--- src/phg_regs.vh ---
// Register map, field positions and reset values of the port H block.
// Assumes inclusion by bare name from the port H design files.
`ifndef PHG_REGS_VH
`define PHG_REGS_VH

// ****************************************
// Register indices (byte address is four times the index)
// ****************************************
`define PHG_IDX_ALT_FLAGS 6'h1f
`define PHG_IDX_DATA 6'h20
`define PHG_IDX_LEVELS 6'h21
`define PHG_IDX_DIR 6'h22
`define PHG_IDX_DRIVE 6'h23
`define PHG_IDX_PULL 6'h24
`define PHG_IDX_POL 6'h25
`define PHG_IDX_IRQEN 6'h26
`define PHG_IDX_FLAGS 6'h27
`define PHG_IDX_ALT_POL 6'h28
`define PHG_IDX_ALT_IRQEN 6'h29
`define PHG_IDX_ROUTE 6'h2a
`define PHG_IDX_SPI_EN 6'h2b

// ****************************************
// Address layout and reset values
// ****************************************
`define PHG_IDX_MSB 7
`define PHG_IDX_LSB 2
`define PHG_ZERO8 8'h00
`define PHG_RESP_OKAY 2'h0
`define PHG_RESP_SLVERR 2'h2
`define PHG_SERIAL_PERIPH_FIRST_BIT 0
`define PHG_SERIAL_PERIPH_SECOND_BIT 1

`endif

--- src/phg_edge_det.v ---
// Per-pin two-stage synchroniser and polarity-selected edge detector.
// Assumes pins arrive asynchronously to aclk.
`timescale 1ns/1ps
`default_nettype none
module phg_edge_det #(
	parameter WIDTH = 8
) (
	// Clock and reset
	input wire aclk,
	input wire aresetn,
	// Pin side
	input wire [WIDTH-1:0] pin_in,
	input wire [WIDTH-1:0] polarity,
	// Results
	output wire [WIDTH-1:0] level,
	output wire [WIDTH-1:0] edge_hit
);
	reg [WIDTH-1:0] sync1_reg;
	reg [WIDTH-1:0] sync2_reg;
	reg [WIDTH-1:0] prev_reg;
	// Synchroniser chain plus history stage
	always @(posedge aclk) begin
		if (!aresetn) begin
			sync1_reg <= {WIDTH{1'b0}};
			sync2_reg <= {WIDTH{1'b0}};
			prev_reg <= {WIDTH{1'b0}};
		end else begin
			sync1_reg <= pin_in;
			sync2_reg <= sync1_reg;
			prev_reg <= sync2_reg;
		end
	end
	assign level = sync2_reg;
	// Rising edge when polarity is one, falling when zero
	genvar i;
	generate
		for (i = 0; i < WIDTH; i = i + 1) begin : g_edge
			assign edge_hit[i] = polarity[i] ? (sync2_reg[i] & ~prev_reg[i]) :
				(~sync2_reg[i] & prev_reg[i]);
		end
	endgenerate
endmodule // phg_edge_det
`default_nettype wire

--- src/phg_port.v ---
// Port H general-purpose port with edge interrupts, plus neighbouring port flags.
// Assumes an AXI4-Lite master on aclk and asynchronous pins and peripheral lines.
//
// Decided for this implementation: the AXI4-Lite interface to the registers.
`timescale 1ns/1ps
`default_nettype none
`include "phg_regs.vh"

// Summary of operation
// - An active input edge sets that pin's flag.
// - Writing one clears a flag; zero leaves it; zero means none pending.
// - Interrupt request whenever a set flag has its enable bit one.
// - Polarity zero: falling edge sets flag; pull-up when pulls enabled on input.
// - Polarity one: rising edge sets flag; pull-down when pulls enabled on input.
// - Pull enable activates chosen pull; ignored while the pin is an output.
// - No pull device is enabled after reset.
// - Direction bit zero is input, one is output, unless a peripheral owns it.
// - Data read gives latch where the direction bit is one, pin level for others.
// - Level register always returns pin levels; writes ignored.
// - Reduced-drive bit one gives weak drive; ignored on inputs.
// - Enable bit one passes a pin's flag; zero masks it.
// - An enabled serial peripheral overrides pin direction and output value.
// - Second peripheral owns pins 7..4, first owns 3..0, select-clock-MOSI-MISO order.
// - Routing register only drives the two route outputs; peripheral pin assignment stays fixed.
// - Reset makes all pins high-impedance inputs and clears the data latch.
// - Neighbouring port flags set by its edges and polarity, cleared by writing one.
// - Neighbouring polarity zero picks falling edges, one picks rising.
// - Neighbouring enable register gates its flags onto its request.
module phg_port #(
	parameter WIDTH = 8
) (
	// Clock and reset
	input wire aclk,
	input wire aresetn,
	// AXI4-Lite write address
	input wire [31:0] s_axi_awaddr,
	input wire s_axi_awvalid,
	output reg s_axi_awready,
	// AXI4-Lite write data
	input wire [31:0] s_axi_wdata,
	input wire [3:0] s_axi_wstrb,
	input wire s_axi_wvalid,
	output reg s_axi_wready,
	// AXI4-Lite write response
	output reg [1:0] s_axi_bresp,
	output reg s_axi_bvalid,
	input wire s_axi_bready,
	// AXI4-Lite read address
	input wire [31:0] s_axi_araddr,
	input wire s_axi_arvalid,
	output reg s_axi_arready,
	// AXI4-Lite read data
	output reg [31:0] s_axi_rdata,
	output reg [1:0] s_axi_rresp,
	output reg s_axi_rvalid,
	input wire s_axi_rready,
	// Port H pins
	input wire [WIDTH-1:0] pin_in,
	output reg [WIDTH-1:0] pin_out,
	output reg [WIDTH-1:0] pin_oe,
	output reg [WIDTH-1:0] pin_weak_drive,
	output reg [WIDTH-1:0] pin_pull_up,
	output reg [WIDTH-1:0] pin_pull_down,
	// Serial peripheral pin requests, bit order select, clock, MOSI, MISO per half
	input wire [WIDTH-1:0] spi_out,
	input wire [WIDTH-1:0] spi_oe,
	output reg [WIDTH-1:0] spi_in,
	output reg serial_periph_first_route,
	output reg serial_periph_second_route,
	// Neighbouring port pins
	input wire [WIDTH-1:0] alt_pin_in,
	// Interrupt requests
	output reg port_irq,
	output reg alt_port_irq
);
	// ****************************************
	// Registers
	// ****************************************
	reg [WIDTH-1:0] port_data_reg;
	reg [WIDTH-1:0] port_direction_reg;
	reg [WIDTH-1:0] port_drive_strength_reg;
	reg [WIDTH-1:0] port_pull_enable_reg;
	reg [WIDTH-1:0] port_edge_polarity_reg;
	reg [WIDTH-1:0] port_irq_enable_reg;
	reg [WIDTH-1:0] port_edge_flags_reg;
	reg [WIDTH-1:0] alt_port_edge_flags_reg;
	reg [WIDTH-1:0] alt_port_edge_polarity_reg;
	reg [WIDTH-1:0] alt_port_irq_enable_reg;
	reg [1:0] module_routing_select_reg;
	reg [1:0] spi_enable_reg;
	reg [5:0] wr_idx_reg;
	reg [WIDTH-1:0] wr_data_reg;
	reg aw_held_reg;
	reg w_held_reg;
	reg [WIDTH-1:0] spi_in_sync1_reg;
	reg [WIDTH-1:0] spi_in_sync2_reg;
	wire [WIDTH-1:0] port_level;
	wire [WIDTH-1:0] port_edge;
	wire [WIDTH-1:0] alt_level;
	wire [WIDTH-1:0] alt_edge;
	wire [WIDTH-1:0] spi_own;
	wire [WIDTH-1:0] eff_oe;
	wire [WIDTH-1:0] eff_out;
	wire [WIDTH-1:0] port_flags_next;
	wire [WIDTH-1:0] alt_flags_next;
	wire [WIDTH-1:0] port_clear;
	wire [WIDTH-1:0] alt_clear;
	wire wr_fire;
	wire wr_known;
	wire [5:0] rd_idx;
	reg [WIDTH-1:0] rd_value;
	reg rd_known;

	// ****************************************
	// Edge detection on both ports
	// ****************************************
	// Raw pins feed the detectors, which synchronise them
	phg_edge_det #(.WIDTH(WIDTH)) u_port_det (
		.aclk(aclk),
		.aresetn(aresetn),
		.pin_in(pin_in),
		.polarity(port_edge_polarity_reg),
		.level(port_level),
		.edge_hit(port_edge)
	);
	phg_edge_det #(.WIDTH(WIDTH)) u_alt_det (
		.aclk(aclk),
		.aresetn(aresetn),
		.pin_in(alt_pin_in),
		.polarity(alt_port_edge_polarity_reg),
		.level(alt_level),
		.edge_hit(alt_edge)
	);

	// ****************************************
	// Pin ownership
	// ****************************************
	// Each half is owned by its serial peripheral when enabled
	assign spi_own = {{(WIDTH/2){spi_enable_reg[`PHG_SERIAL_PERIPH_SECOND_BIT]}},
		{(WIDTH/2){spi_enable_reg[`PHG_SERIAL_PERIPH_FIRST_BIT]}}};
	assign eff_oe = (spi_own & spi_oe) | (~spi_own & port_direction_reg);
	assign eff_out = (spi_own & spi_out) | (~spi_own & port_data_reg);

	// ****************************************
	// Write channel
	// ****************************************
	assign wr_fire = aw_held_reg & w_held_reg & ~s_axi_bvalid;
	assign wr_known = (wr_idx_reg >= `PHG_IDX_ALT_FLAGS) && (wr_idx_reg <= `PHG_IDX_SPI_EN);
	assign port_clear = (wr_fire && wr_idx_reg == `PHG_IDX_FLAGS) ? wr_data_reg : `PHG_ZERO8;
	assign alt_clear = (wr_fire && wr_idx_reg == `PHG_IDX_ALT_FLAGS) ? wr_data_reg : `PHG_ZERO8;
	// Set wins over a same-cycle clear
	assign port_flags_next = (port_edge_flags_reg & ~port_clear) | port_edge;
	assign alt_flags_next = (alt_port_edge_flags_reg & ~alt_clear) | alt_edge;

	// Address and data capture, then register update and response
	always @(posedge aclk) begin
		if (!aresetn) begin
			s_axi_awready <= 1'b0;
			s_axi_wready <= 1'b0;
			s_axi_bvalid <= 1'b0;
			s_axi_bresp <= `PHG_RESP_OKAY;
			aw_held_reg <= 1'b0;
			w_held_reg <= 1'b0;
			wr_idx_reg <= 6'h00;
			wr_data_reg <= `PHG_ZERO8;
			port_data_reg <= `PHG_ZERO8;
			port_direction_reg <= `PHG_ZERO8;
			port_drive_strength_reg <= `PHG_ZERO8;
			port_pull_enable_reg <= `PHG_ZERO8;
			port_edge_polarity_reg <= `PHG_ZERO8;
			port_irq_enable_reg <= `PHG_ZERO8;
			alt_port_edge_polarity_reg <= `PHG_ZERO8;
			alt_port_irq_enable_reg <= `PHG_ZERO8;
			module_routing_select_reg <= 2'h0;
			spi_enable_reg <= 2'h0;
		end else begin
			s_axi_awready <= ~aw_held_reg & ~s_axi_awready & s_axi_awvalid;
			s_axi_wready <= ~w_held_reg & ~s_axi_wready & s_axi_wvalid;
			if (s_axi_awvalid && s_axi_awready) begin
				aw_held_reg <= 1'b1;
				wr_idx_reg <= s_axi_awaddr[`PHG_IDX_MSB:`PHG_IDX_LSB];
			end
			if (s_axi_wvalid && s_axi_wready) begin
				w_held_reg <= 1'b1;
				wr_data_reg <= s_axi_wstrb[0] ? s_axi_wdata[WIDTH-1:0] : `PHG_ZERO8;
			end
			if (wr_fire) begin
				aw_held_reg <= 1'b0;
				w_held_reg <= 1'b0;
				s_axi_bvalid <= 1'b1;
				s_axi_bresp <= wr_known ? `PHG_RESP_OKAY : `PHG_RESP_SLVERR;
				case (wr_idx_reg)
					`PHG_IDX_DATA: port_data_reg <= wr_data_reg;
					`PHG_IDX_DIR: port_direction_reg <= wr_data_reg;
					`PHG_IDX_DRIVE: port_drive_strength_reg <= wr_data_reg;
					`PHG_IDX_PULL: port_pull_enable_reg <= wr_data_reg;
					`PHG_IDX_POL: port_edge_polarity_reg <= wr_data_reg;
					`PHG_IDX_IRQEN: port_irq_enable_reg <= wr_data_reg;
					`PHG_IDX_ALT_POL: alt_port_edge_polarity_reg <= wr_data_reg;
					`PHG_IDX_ALT_IRQEN: alt_port_irq_enable_reg <= wr_data_reg;
					`PHG_IDX_ROUTE: module_routing_select_reg <= wr_data_reg[1:0];
					`PHG_IDX_SPI_EN: spi_enable_reg <= wr_data_reg[1:0];
					default: ; // Level register writes are ignored
				endcase
			end else if (s_axi_bvalid && s_axi_bready) begin
				s_axi_bvalid <= 1'b0;
			end
		end
	end

	// Sticky edge flags
	always @(posedge aclk) begin
		if (!aresetn) begin
			port_edge_flags_reg <= `PHG_ZERO8;
			alt_port_edge_flags_reg <= `PHG_ZERO8;
		end else begin
			port_edge_flags_reg <= port_flags_next;
			alt_port_edge_flags_reg <= alt_flags_next;
		end
	end

	// ****************************************
	// Read channel
	// ****************************************
	assign rd_idx = s_axi_araddr[`PHG_IDX_MSB:`PHG_IDX_LSB];
	// Read mux
	always @* begin
		rd_known = 1'b1;
		case (rd_idx)
			`PHG_IDX_ALT_FLAGS: rd_value = alt_port_edge_flags_reg;
			`PHG_IDX_DATA: rd_value = (port_direction_reg & port_data_reg) |
				(~port_direction_reg & port_level);
			`PHG_IDX_LEVELS: rd_value = port_level;
			`PHG_IDX_DIR: rd_value = port_direction_reg;
			`PHG_IDX_DRIVE: rd_value = port_drive_strength_reg;
			`PHG_IDX_PULL: rd_value = port_pull_enable_reg;
			`PHG_IDX_POL: rd_value = port_edge_polarity_reg;
			`PHG_IDX_IRQEN: rd_value = port_irq_enable_reg;
			`PHG_IDX_FLAGS: rd_value = port_edge_flags_reg;
			`PHG_IDX_ALT_POL: rd_value = alt_port_edge_polarity_reg;
			`PHG_IDX_ALT_IRQEN: rd_value = alt_port_irq_enable_reg;
			`PHG_IDX_ROUTE: rd_value = {6'h00, module_routing_select_reg};
			`PHG_IDX_SPI_EN: rd_value = {6'h00, spi_enable_reg};
			default: begin
				rd_value = `PHG_ZERO8;
				rd_known = 1'b0;
			end
		endcase
	end

	// Address accept and data return
	always @(posedge aclk) begin
		if (!aresetn) begin
			s_axi_arready <= 1'b0;
			s_axi_rvalid <= 1'b0;
			s_axi_rdata <= 32'h00000000;
			s_axi_rresp <= `PHG_RESP_OKAY;
		end else begin
			s_axi_arready <= ~s_axi_arready & ~s_axi_rvalid & s_axi_arvalid;
			if (s_axi_arvalid && s_axi_arready) begin
				s_axi_rvalid <= 1'b1;
				s_axi_rdata <= {24'h000000, rd_value};
				s_axi_rresp <= rd_known ? `PHG_RESP_OKAY : `PHG_RESP_SLVERR;
			end else if (s_axi_rvalid && s_axi_rready) begin
				s_axi_rvalid <= 1'b0;
			end
		end
	end

	// ****************************************
	// Pin drivers and interrupt outputs
	// ****************************************
	// Registered pad controls, requests and peripheral inputs
	always @(posedge aclk) begin
		if (!aresetn) begin
			pin_out <= `PHG_ZERO8;
			pin_oe <= `PHG_ZERO8;
			pin_weak_drive <= `PHG_ZERO8;
			pin_pull_up <= `PHG_ZERO8;
			pin_pull_down <= `PHG_ZERO8;
			spi_in_sync1_reg <= `PHG_ZERO8;
			spi_in_sync2_reg <= `PHG_ZERO8;
			spi_in <= `PHG_ZERO8;
			serial_periph_first_route <= 1'b0;
			serial_periph_second_route <= 1'b0;
			port_irq <= 1'b0;
			alt_port_irq <= 1'b0;
		end else begin
			pin_out <= eff_out;
			pin_oe <= eff_oe;
			pin_weak_drive <= port_drive_strength_reg & eff_oe;
			pin_pull_up <= port_pull_enable_reg & ~eff_oe & ~port_edge_polarity_reg;
			pin_pull_down <= port_pull_enable_reg & ~eff_oe & port_edge_polarity_reg;
			spi_in_sync1_reg <= pin_in;
			spi_in_sync2_reg <= spi_in_sync1_reg;
			spi_in <= spi_in_sync2_reg & spi_own;
			serial_periph_first_route <= module_routing_select_reg[`PHG_SERIAL_PERIPH_FIRST_BIT];
			serial_periph_second_route <= module_routing_select_reg[`PHG_SERIAL_PERIPH_SECOND_BIT];
			port_irq <= |(port_flags_next & port_irq_enable_reg);
			alt_port_irq <= |(alt_flags_next & alt_port_irq_enable_reg);
		end
	end
endmodule // phg_port
`default_nettype wire

--- config.mk ---
export PLATFORM = sky130hd
export DESIGN_NAME = phg_port
export DESIGN_NICKNAME = d
export VERILOG_FILES = /design/src/phg_edge_det.v /design/src/phg_port.v
export VERILOG_INCLUDE_DIRS = /design/src
export SDC_FILE = /design/constraint.sdc
export NUM_CORES = 1
export LEC_CHECK = 0
export BUFFER_PORTS_ARGS = -buffer_cell sky130_fd_sc_hd__buf_2
export CORE_MARGIN = 4
export CORE_UTILIZATION = 45
export DETAILED_ROUTE_END_ITERATION = 7
export PLACE_DENSITY = 0.77
export REMOVE_ABC_BUFFERS = 1
export SLEW_MARGIN = 30
export SYNTH_ARGS = -nofsm -noshare
export SYNTH_HDL_FRONTEND = slang
export SYNTH_HIERARCHICAL = 1
export SYNTH_SLANG_ARGS = --single-unit
--- constraint.sdc ---
create_clock -name aclk -period 2.6 [get_ports aclk]
set_input_delay 0.26 -clock aclk [delete_from_list [all_inputs] [get_ports aclk]]
set_output_delay 0.26 -clock aclk [all_outputs]
set_load 0.01 [all_outputs]
== Yosys cells after proc, flatten, opt, wreduce, memory -nomap -nowiden ==
Index checks and enable logic that the tools add are counted.

* Bits in registers: 217
* Latch bits: 0
* Bits in writable memories: 0
* Memory bits (read-only): 0
* Input bits: 139
* Output and inout port bits: 93
* Word-level logic and storage cells: 224
* Memories: 0

* Add/sub/neg operators: 0
* $mul: 0
* Div/mod/pow operators: 0
* Order comparisons: 2
* Eq/ne operators: 25
* Shift operators: 0
* Muxes and demuxes: 27
* Bitwise operators: 106
* Reductions and logical operators: 24

{| class="wikitable"
|+ Operators by type and width
! kind !! number
|-
| $eq A6 B6 Y1 const B || 23
|-
| $and A8 B8 Y8 || 15
|-
| $pmux W8 S13 || 1
|-
| $not A8 Y8 || 6
|-
| $and A1 B1 Y1 || 40
|-
| $not A1 Y1 || 40
|-
| $or A8 B8 Y8 || 5
|-
| $mux W8 || 3
|-
| $mux W1 || 21
|-
| $reduce_and A2 Y1 || 10
|-
| $reduce_or A8 Y1 || 2
|-
| $reduce_or A13 Y1 || 1
|-
| $eq A6 B5 Y1 const B || 2
|-
| $logic_and A1 B1 Y1 || 8
|-
| $ge A6 B5 Y1 const B || 1
|-
| $le A6 B6 Y1 const B || 1
|-
| $mux W2 || 2
|-
| $reduce_bool A2 Y1 || 2
|-
| $reduce_or A2 Y1 || 1
|}

== Longest topological paths before layout ==
Gate-level depths: netlist (run 1).

* Depth after elaboration: 9
* Gate-level depth with buffers: 6
* Mapped depth without buffers: 6

== Cells and area by module ==
Netlist (run 1), hierarchy kept.

{| class="wikitable"
|+ By module, submodules not included
! module !! times used !! cells each !! area an instance (µm²) !! sequential area each (µm²)
|-
| phg_port || 1 || 843 || 8,084.0 || 3,663.5
|-
| phg_edge_det || 2 || 74 || 794.5 || 480.5
|}

== Worst setup path before layout (run 1) ==
No wires, ideal clock.

* Path type: register -> register
* Start point: reg s_axi_bvalid
* End point: reg port_edge_polarity_reg[0]
* Setup time: 115 ps
* Arrival: 1,706 ps
* Data required time: 2,485 ps
* Setup slack: 779 ps
* Stages on the path, launching flop included: 6
* Path buffers: 1
* Clock period less this slack: 1,821 ps
* Cells stage by stage: dfxtp_1 nand3b_1 or4b_2 buf_2 mux2i_1 and2_1

* Word-level cells in the longest chain between the ends: 3

{| class="wikitable"
|+ RTL lines
! element !! line !! text
|-
| start, declared || phg_port.v:46 || <nowiki>output reg s_axi_bvalid,</nowiki>
|-
| start signal, assigned || phg_port.v:160 || <nowiki>s_axi_bvalid <= 1'b0;</nowiki>
|-
| start signal, assigned || phg_port.v:190 || <nowiki>s_axi_bvalid <= 1'b1;</nowiki>
|-
| start signal, assigned || phg_port.v:206 || <nowiki>s_axi_bvalid <= 1'b0;</nowiki>
|-
| $not A1 Y1 || phg_port.v:147 || <nowiki>assign wr_fire = aw_held_reg & w_held_reg & ~s_axi_bvalid;</nowiki>
|-
| $and A1 B1 Y1 || phg_port.v:147 ||
|-
| $reduce_and A2 Y1 (no line) || n/a ||
|-
| end signal, assigned || phg_port.v:170 || <nowiki>port_edge_polarity_reg <= `PHG_ZERO8;</nowiki>
|-
| end signal, assigned || phg_port.v:197 || <nowiki>`PHG_IDX_POL: port_edge_polarity_reg <= wr_data_reg;</nowiki>
|-
| end, declared || phg_port.v:83 || <nowiki>reg [WIDTH-1:0] port_edge_polarity_reg;</nowiki>
|}

Every way passes these cells.
A chain may end at the register's enable or synchronous reset.

== Worst setup path after layout (run 1) ==
* Start point: reg wr_idx_reg[2]
* End point: reg port_direction_reg[7]

* Word-level cells in the longest chain between the ends: 2

{| class="wikitable"
|+ RTL lines
! element !! line !! text
|-
| start, declared || phg_port.v:91 || <nowiki>reg [5:0] wr_idx_reg;</nowiki>
|-
| start signal, assigned || phg_port.v:181 || <nowiki>wr_idx_reg <= s_axi_awaddr[`PHG_IDX_MSB:`PHG_IDX_LSB];</nowiki>
|-
| $eq A6 B6 Y1 || phg_port.v:192 || <nowiki>case (wr_idx_reg)</nowiki>
|-
| $reduce_and A2 Y1 (no line) || n/a ||
|-
| end signal, assigned || phg_port.v:167 || <nowiki>port_direction_reg <= `PHG_ZERO8;</nowiki>
|-
| end signal, assigned || phg_port.v:194 || <nowiki>`PHG_IDX_DIR: port_direction_reg <= wr_data_reg;</nowiki>
|-
| end, declared || phg_port.v:80 || <nowiki>reg [WIDTH-1:0] port_direction_reg;</nowiki>
|}

Every way passes these cells.

==> results of run 1 <==
metrics by stage:
stage	cell area [µm²]	worst slack, ns	std cells	power (mW)
floorplan	9310	0.410	931	3.87
global placement	10500	0.490	1357	4.04
detailed placement	10500	0.472	1357	4.05
CTS	11500	0.458	1419	7.57
global route	11500	0.363	1419	7.77
finish	11500	0.465	1419	7.50
power by group through the flow:
stage	sequential (mW)	combinational (mW)	clock, mW
2_1_floorplan	3.71	0.155	0
3_3_place_gp	3.72	0.324	0
3_5_place_dp	3.72	0.327	0
4_1_cts	3.64	0.351	3.58
5_1_grt	3.65	0.385	3.73
6_report	3.64	0.353	3.51
routing by layer:
metal	share of wire, %	GRT usage [%]
met1	45	25.1
met2	45	31.0
met3	5.9	2.88
met4	3.6	7.06
met5	0	0
cells in the mapped netlist, types with 18 or more instances:
cell	instances	area share, %
and2_2	18	1.4
nor2b_1	87	5.6
clkbuf_1	44	1.7
buf_4	26	2.0
nor2_1	25	0.97
nand2_1	48	1.9
dfxtp_1	231	48
and2_1	71	4.6
inv_1	32	1.2
o21ai_0	41	2.1
nand2b_1	25	1.6
mux2i_1	97	10
a21boi_0	32	2.5
nand3_1	36	1.9
and3_1	21	1.4
cell families (layout without fill, tap and decap cells):
group                  Yosys count  after routing
AOI/OAI and AO/OA              146            146
and+or+nand+nor                386            386
other                            1             26
buffers and inverters          117            245
muxes                          110            110
DFF                            231            231
worst max-delay path by stage:
stage / startpoint / end
2_1_floorplan: s_axi_bvalid / port_edge_polarity_reg[0]
3_3_place_gp: wr_idx_reg[2] / port_direction_reg[3]
3_5_place_dp: wr_idx_reg[2] / port_direction_reg[0]
4_1_cts: wr_idx_reg[2] / port_direction_reg[7]
5_1_grt: wr_idx_reg[2] / port_direction_reg[0]
6_report: wr_idx_reg[2] / port_direction_reg[7]
area by class of cell:
class	instances	area share, %
clock buffer	31	5.82
clock inverter	12	1.25
inverter	32	1.05
multi-input combinational	668	39.7
sequential	231	40.2
tap	275	2.99
timing repair buffer	170	8.91
tightest hold or removal path: stages:
cell,delay [ns]
buf_2,0.08
mux2i_1,0.05
nor2b_1,0.09
==> results_dict.tcl, run 1 <==
set metrics [dict create \
    start_kind "flop" \
    power.switching_mw 1.62 \
    fin_crit_sh_pct 82.1 \
    path_max_fanout 8 \
    rsz0062_at_grt "no" \
    drt-pass1-iter-count 5 \
    place_congestion 0.922 \
    fillerInstances 1908 \
    p_seq_share_pct 48.6 \
    r2r_end "port_direction_reg[7]" \
    cp_slowest_cell "or4_1" \
    critPathKind "reg -> reg" \
    synth-compound-area-share_pct 10.2 \
    grt_usage_pct 18.8 \
    root_buffer "clkbuf_16" \
    cellPowerDensity_mw_per_mm2 653 \
    synth_top_family_by_area "simple AND/OR/NAND/NOR gates" \
    path_delay_family "simple AND/OR/NAND/NOR gates" \
    reg2reg_from "wr_idx_reg[2]" \
    syn_avg_cell_area_um2 9.76 \
    intPower_mw 5.88 \
    cts_hold_buf 19 \
    path_depth 4 \
    synthesis.area_mm2 0.00967 \
    crit_chain "or4b_4, or4_1, mux2i_1, nor2b_1" \
    vias 7392 \
    path_buf_inv 0 \
    drv_cap 0 \
    numCtsBuffers 25 \
    grt_max_degree 112 \
    final_cell_mix "231 x dfxtp_1, 125 x buf_2, 97 x mux2i_1" \
    reg2reg_depth 4 \
    clock_sinks 231 \
    clock_latency_ns 0.51 \
    synth-simple-area-share_pct 24.2 \
    rows 53 \
    path_clk_slew_ns 0.06 \
    dpl.hpwl_um 16600 \
    yosys.area_share.adder_pct 0 \
    syn_inst 991 \
    muxShareOfSynthArea_pct 11.8 \
    clock-skew-final_ns 0.0117 \
    nets 1267 \
    cts_resized 0 \
    wire_per_inst_um 16.6 \
    start_util_pct 45.9 \
    area_growth_pct 18.8 \
    setup_viol 0 \
    grt_pass1_vias 6890 \
    io_buffers 126 \
    power.share.clock_pct 46.7 \
    h-tree-depth 1 \
    finalWirelength_um 23600 \
    hold_depth 3 \
    swShare_pct 21.6 \
    synth_xor_xnor_area_share_pct 0 \
    multiInputGateArea_mm2 0.00457 \
    max_stage_delay_ns 0.75 \
    antenna_left 0 \
    ios 232 \
    seqCellArea_mm2 0.00462 \
    antenna_cells 0 \
    crit_required_ns 3.00 \
    p_leak_nw 4.68 \
    drv_slew 0 \
    ys_warn_count 6 \
    drt_iter0_markers 487 \
    post_cts_buffers 0 \
    holdWs_ns 0.0130 \
    ys_seq_area_share_pct 47.8 \
    r2r_setup_slack_ns 0.46 \
    end_kind "flop" \
    hp-start "spi_out[3]" \
    ir_drop_mv 0.434 \
    finalHoldViolCount 0 \
    synth_seq_cells 231 \
    fin_crit_ns 2.14 \
    outcome "finished, final reports clean" \
    synth-main-ff-cell "dfxtp_1" \
    die_area_mm2 0.0239 \
    drive_gt1_share_pct 20.5 \
    drcViolationCount 0 \
    cts_tree "built" \
    synth_edf_count 0 \
    hold-path-endpoint "pin_out[3]" \
    tightest_slew_ns 0.765 \
    cts_buffer_depth 3 \
    via_per_inst 5.21 \
    hold_path_class "in -> reg" \
    die_w_um 155 \
    core_mm2 0.0211 \
    synthArstFlopShare_pct 0 \
    relSlewSlack_pct 49.0 \
    fmax_mhz 468 \
    tns_ns 0 \
    final_util_pct 54.5 \
    final_common_cell "dfxtp_1" \
    ys_types 58 \
    crit_arrival_ns 2.53 \
    grt_pass1_wl_um 36600 \
    antenna_found_initial 0 \
    pwr-share-comb_pct 4.7 \
    die_h_um 155 \
    overflow 0 \
]
Note: power is estimated with default switching activity, not from simulation.
==> run 2, diff against run 1 <==
==> constraint.sdc (replaced) <==
create_clock -name aclk -period 2.2 [get_ports aclk]
set_input_delay 0.22 -clock aclk [delete_from_list [all_inputs] [get_ports aclk]]
set_output_delay 0.22 -clock aclk [all_outputs]
set_load 0.01 [all_outputs]
==> run 2 against run 1 <==
Effect of this change: global-route usage rose by 1.0 points; power rose by 20%; clock skew rose by 0.0018 ns; first-iteration DRC count shrank 0.41%; wire length increased by 3.1%; flip-flop and latch count stayed put; register-to-register slack worse by 0.27 ns; critical path type unchanged.
==> results_dict.tcl, run 2 (synthesis results as in run 1) <==
set metrics [dict create \
    fmax_mhz 499 \
    fin_crit_sh_pct 91.1 \
    grt_pass1_vias 7413 \
    grt_usage_pct 19.9 \
    end_kind "flop" \
    cts_tree "built" \
    drt-pass1-iter-count 6 \
    cts_buffer_depth 3 \
    reg2reg_from "s_axi_bvalid" \
    die_h_um 155 \
    critPathKind "reg -> reg" \
    h-tree-depth 1 \
    clock_sinks 231 \
    via_per_inst 5.20 \
    setup_viol 0 \
    drv_cap 0 \
    clock_latency_ns 0.51 \
    p_leak_nw 4.84 \
    core_mm2 0.0211 \
    cts_resized 0 \
    final_common_cell "dfxtp_1" \
    final_cell_mix "231 x dfxtp_1, 125 x buf_2, 97 x mux2i_1" \
    drive_gt1_share_pct 21.0 \
    fin_crit_ns 2.00 \
    antenna_cells 0 \
    crit_arrival_ns 2.41 \
    tightest_slew_ns 0.886 \
    antenna_left 0 \
    cellPowerDensity_mw_per_mm2 761 \
    path_max_fanout 15 \
    tns_ns 0 \
    numCtsBuffers 25 \
    rows 53 \
    final_util_pct 56.0 \
    finalHoldViolCount 0 \
    drt_iter0_markers 485 \
    grt_pass1_wl_um 39000 \
    ios 232 \
    drcViolationCount 0 \
    hp-start "spi_out[6]" \
    area_growth_pct 22.0 \
    grt_max_degree 136 \
    drv_slew 0 \
    ir_drop_mv 0.448 \
    vias 7559 \
    startpoint "s_axi_bvalid" \
    place_congestion 0.952 \
    die_area_mm2 0.0239 \
    hold_path_class "in -> reg" \
    root_buffer "clkbuf_16" \
    io_buffers 126 \
    overflow 0 \
    post_cts_buffers 0 \
    path_clk_slew_ns 0.06 \
    dpl.hpwl_um 17000 \
    start_util_pct 45.9 \
    nets 1299 \
    clock-skew-final_ns 0.0135 \
    antenna_found_initial 0 \
    start_kind "flop" \
    crit_required_ns 2.61 \
    relSlewSlack_pct 40.8 \
    rsz0062_at_grt "no" \
    wire_per_inst_um 16.8 \
    die_w_um 155 \
    finalWirelength_um 24400 \
    outcome "finished, final reports clean" \
]
==> run 2: metal layers <==
layer  track usage [%]  wire [µm]
met3              2.99       1650
met5                 0          0
met2              33.6      11500
met4              7.02        797
met1              25.9      10400
==> run 2: final cells by class <==
type	instances	area [µm²]
clock buffers	37	721
clock inverters	8	115
fillers	1857	9290
inverters	32	120
multi-input cells	668	4570
flip-flops and latches	231	4620
well taps	275	344
repair buffers	202	1310
==> run 2: worst paths after layout <==
check | cells after the start | slack [ns] | end
worst max register to register | 5 | 0.20 | port_irq_enable_reg[6]
worst min register to register | 1 | 0.43 | spi_in_sync2_reg[3]
worst max-delay path | 5 | 0.20 | port_irq_enable_reg[6]
worst min-delay path | 3 | 0.007 | pin_out[6]
==> run 2: power by group <==
| part | switching (mW) | total [mW] | internal (mW) |
|---|---|---|---|
| registers | 0.0471 | 4.30 | 4.26 |
| clock network | 1.62 | 4.23 | 2.61 |
| logic | 0.234 | 0.453 | 0.219 |
| total | 1.90 | 8.98 | 7.08 |
==> run 2: worst max-delay path, stage by stage (launching register included) <==
cell and delay [ns]:
dfxtp_1 0.32, nand3b_1 0.20, buf_4 0.23, or4_1 0.78
mux2i_1 0.20, and2_1 0.18
==> run 2: metrics by stage <==
stage / setup WS (ns) / area (µm²) / power (mW) / hold slack (ns) / std cells
CTS: 0.190 / 11800 / 9.08 / 0.00262 / 1453
detailed placement: 0.201 / 10600 / 4.79 / 0.418 / 1371
floorplan: 0.0102 / 9310 / 4.57 / 0.338 / 931
finish: 0.196 / 11800 / 8.98 / 0.00653 / 1453
global placement: 0.233 / 10600 / 4.78 / 0.414 / 1371
global route: 0.0950 / 11800 / 9.28 / 0.0112 / 1453
==> run 2: timing repair <==
action	CTS	global route
endpoints found under the setup margin	0	0
hold endpoints to repair	45	0
hold buffers	37	0
==> run 3, diff against run 2 <==
--- a/config.mk
+++ b/config.mk
@@ -10,7 +10,7 @@
 export CORE_MARGIN = 4
 export CORE_UTILIZATION = 45
 export DETAILED_ROUTE_END_ITERATION = 7
-export PLACE_DENSITY = 0.77
+export PLACE_DENSITY = 0.66
 export REMOVE_ABC_BUFFERS = 1
 export SLEW_MARGIN = 30
 export SYNTH_ARGS = -nofsm -noshare
==> run 3 against run 2 <==
Effect of this change: clock power rose by 3%; global-route usage shrank 0.40 points; cell count increased by 0.34%; register-to-register slack improved by 0.05 ns; critical endpoint is now port_direction_reg[0]; worst setup slack better by 0.047 ns; power is 1.6% higher.
==> results_dict.tcl, run 3 (synthesis results as in run 1) <==
set metrics [dict create \
    outcome "finished, final reports clean" \
    path_max_fanout 8 \
    post_cts_buffers 0 \
    p_seq_share_pct 47.2 \
    fin_crit_ns 1.96 \
    r2r_end "port_direction_reg[0]" \
    dpl.hpwl_um 16900 \
    startpoint "wr_idx_reg[2]" \
    clock_sinks 231 \
    swShare_pct 21.1 \
    grt_usage_pct 19.5 \
    rows 53 \
    endpoint "port_direction_reg[0]" \
    grt_pass1_vias 7052 \
    p_leak_nw 4.88 \
    final_common_cell "dfxtp_1" \
    end_kind "flop" \
    reg2reg_depth 5 \
    place_congestion 0.942 \
    area_growth_pct 23.0 \
    die_area_mm2 0.0239 \
    hold_depth 3 \
    cts_hold_buf 41 \
    busiest_layer "met2" \
    finalHoldViolCount 0 \
    drv_cap 0 \
    drt_iter0_markers 442 \
    io_buffers 126 \
    ir_drop_mv 0.425 \
    fin_crit_sh_pct 89.0 \
    intPower_mw 7.20 \
    r2r_setup_slack_ns 0.24 \
    drv_slew 0 \
    hold_path_class "in -> reg" \
    vias 7442 \
    tightest_slew_ns 0.687 \
    crit_required_ns 2.60 \
    pwr-share-comb_pct 5.1 \
    critPathKind "reg -> reg" \
    power.share.clock_pct 47.8 \
    root_buffer "clkbuf_16" \
    final_cell_mix "231 x dfxtp_1, 125 x buf_2, 97 x mux2i_1" \
    die_w_um 155 \
    grt_util_met1_pct 26.7 \
    rsz0062_at_grt "no" \
    drt-pass1-iter-count 5 \
    clock_latency_ns 0.52 \
    path_clk_slew_ns 0.06 \
    relSlewSlack_pct 53.0 \
    cellPowerDensity_mw_per_mm2 767 \
    cts_resized 0 \
    grtUsageMet2_pct 32.2 \
    finalWirelength_um 24000 \
    antenna_left 0 \
    grt_pass1_wl_um 37900 \
    cts_buffer_depth 3 \
    power.switching_mw 1.93 \
    drcViolationCount 0 \
    fmax_mhz 511 \
    grt_max_degree 146 \
    h-tree-depth 1 \
    totalPowerFinal_mw 9.13 \
    clock-skew-final_ns 0.0105 \
    start_util_pct 45.9 \
    ios 232 \
    fillerInstances 1915 \
    start_kind "flop" \
    nets 1306 \
    reg2reg_from "wr_idx_reg[2]" \
    antenna_found_initial 0 \
    numCtsBuffers 26 \
    tns_ns 0 \
    drive_gt1_share_pct 21.1 \
    use_met3_pct 2.85 \
    via_per_inst 5.10 \
    antenna_cells 0 \
    cts_tree "built" \
    wire_per_inst_um 16.5 \
    crit_arrival_ns 2.36 \
    core_mm2 0.0211 \
    setup_viol 0 \
    overflow 0 \
    die_h_um 155 \
]
## run 3: critical path, stage by stage (launching register included)
cell and delay [ns]:
dfxtp_1 0.35, or4b_4 0.60, or4_1 0.41, buf_4 0.22, mux2i_1 0.20, nor2b_1 0.06
## run 3: worst min path at each step
stage / from / end
final: s_axi_wdata[4] / wr_data_reg[4]
after global routing: s_axi_awvalid / s_axi_awready
after CTS: s_axi_awvalid / s_axi_awready
after detailed placement: u_alt_det/sync1_reg[3] / u_alt_det/level[3]
after global placement: spi_in_sync1_reg[0] / spi_in_sync2_reg[0]
after floorplan: aresetn / port_edge_flags_reg[2]
## run 3: cell type report
cell class                 count  area, µm²  share of cell area, %
clock buffer                  36        749                   6.30
sequential                   231       4620                   38.9
clock inverter                 8        121                   1.02
tap                          275        344                   2.89
multi-input combinational    668       4570                   38.4
inverter                      32        120                   1.01
timing repair buffer         208       1380                   11.6
## run 3: per-layer routing
layer / part of all wire, % / up-vias
met5: 0 / -
met4: 2.1 / 0
met2: 46 / 211
li1: - / 3709
met1: 46 / 3483
met3: 5.8 / 39
## run 3: through the flow
stage          std cells  setup WS [ns]  cell area (µm²)  hold WS [ns]  utilization, %
6_report            1458          0.243            11900        0.0126            56.4
5_1_grt             1458          0.172            11900        0.0228            56.4
4_1_cts             1458          0.235            11900       0.00186            56.4
3_5_place_dp        1373          0.244            10600         0.419            50.4
3_3_place_gp        1373          0.278            10600         0.413            50.4
2_1_floorplan        931         0.0102             9310         0.338               -
## run 3: power by group through the flow
stage	clock (mW)	sequential [mW]	combinational [mW]
2_1_floorplan	0	4.39	0.183
5_1_grt	4.61	4.31	0.507
3_3_place_gp	0	4.39	0.402
4_1_cts	4.45	4.30	0.461
3_5_place_dp	0	4.39	0.405
6_report	4.36	4.30	0.463
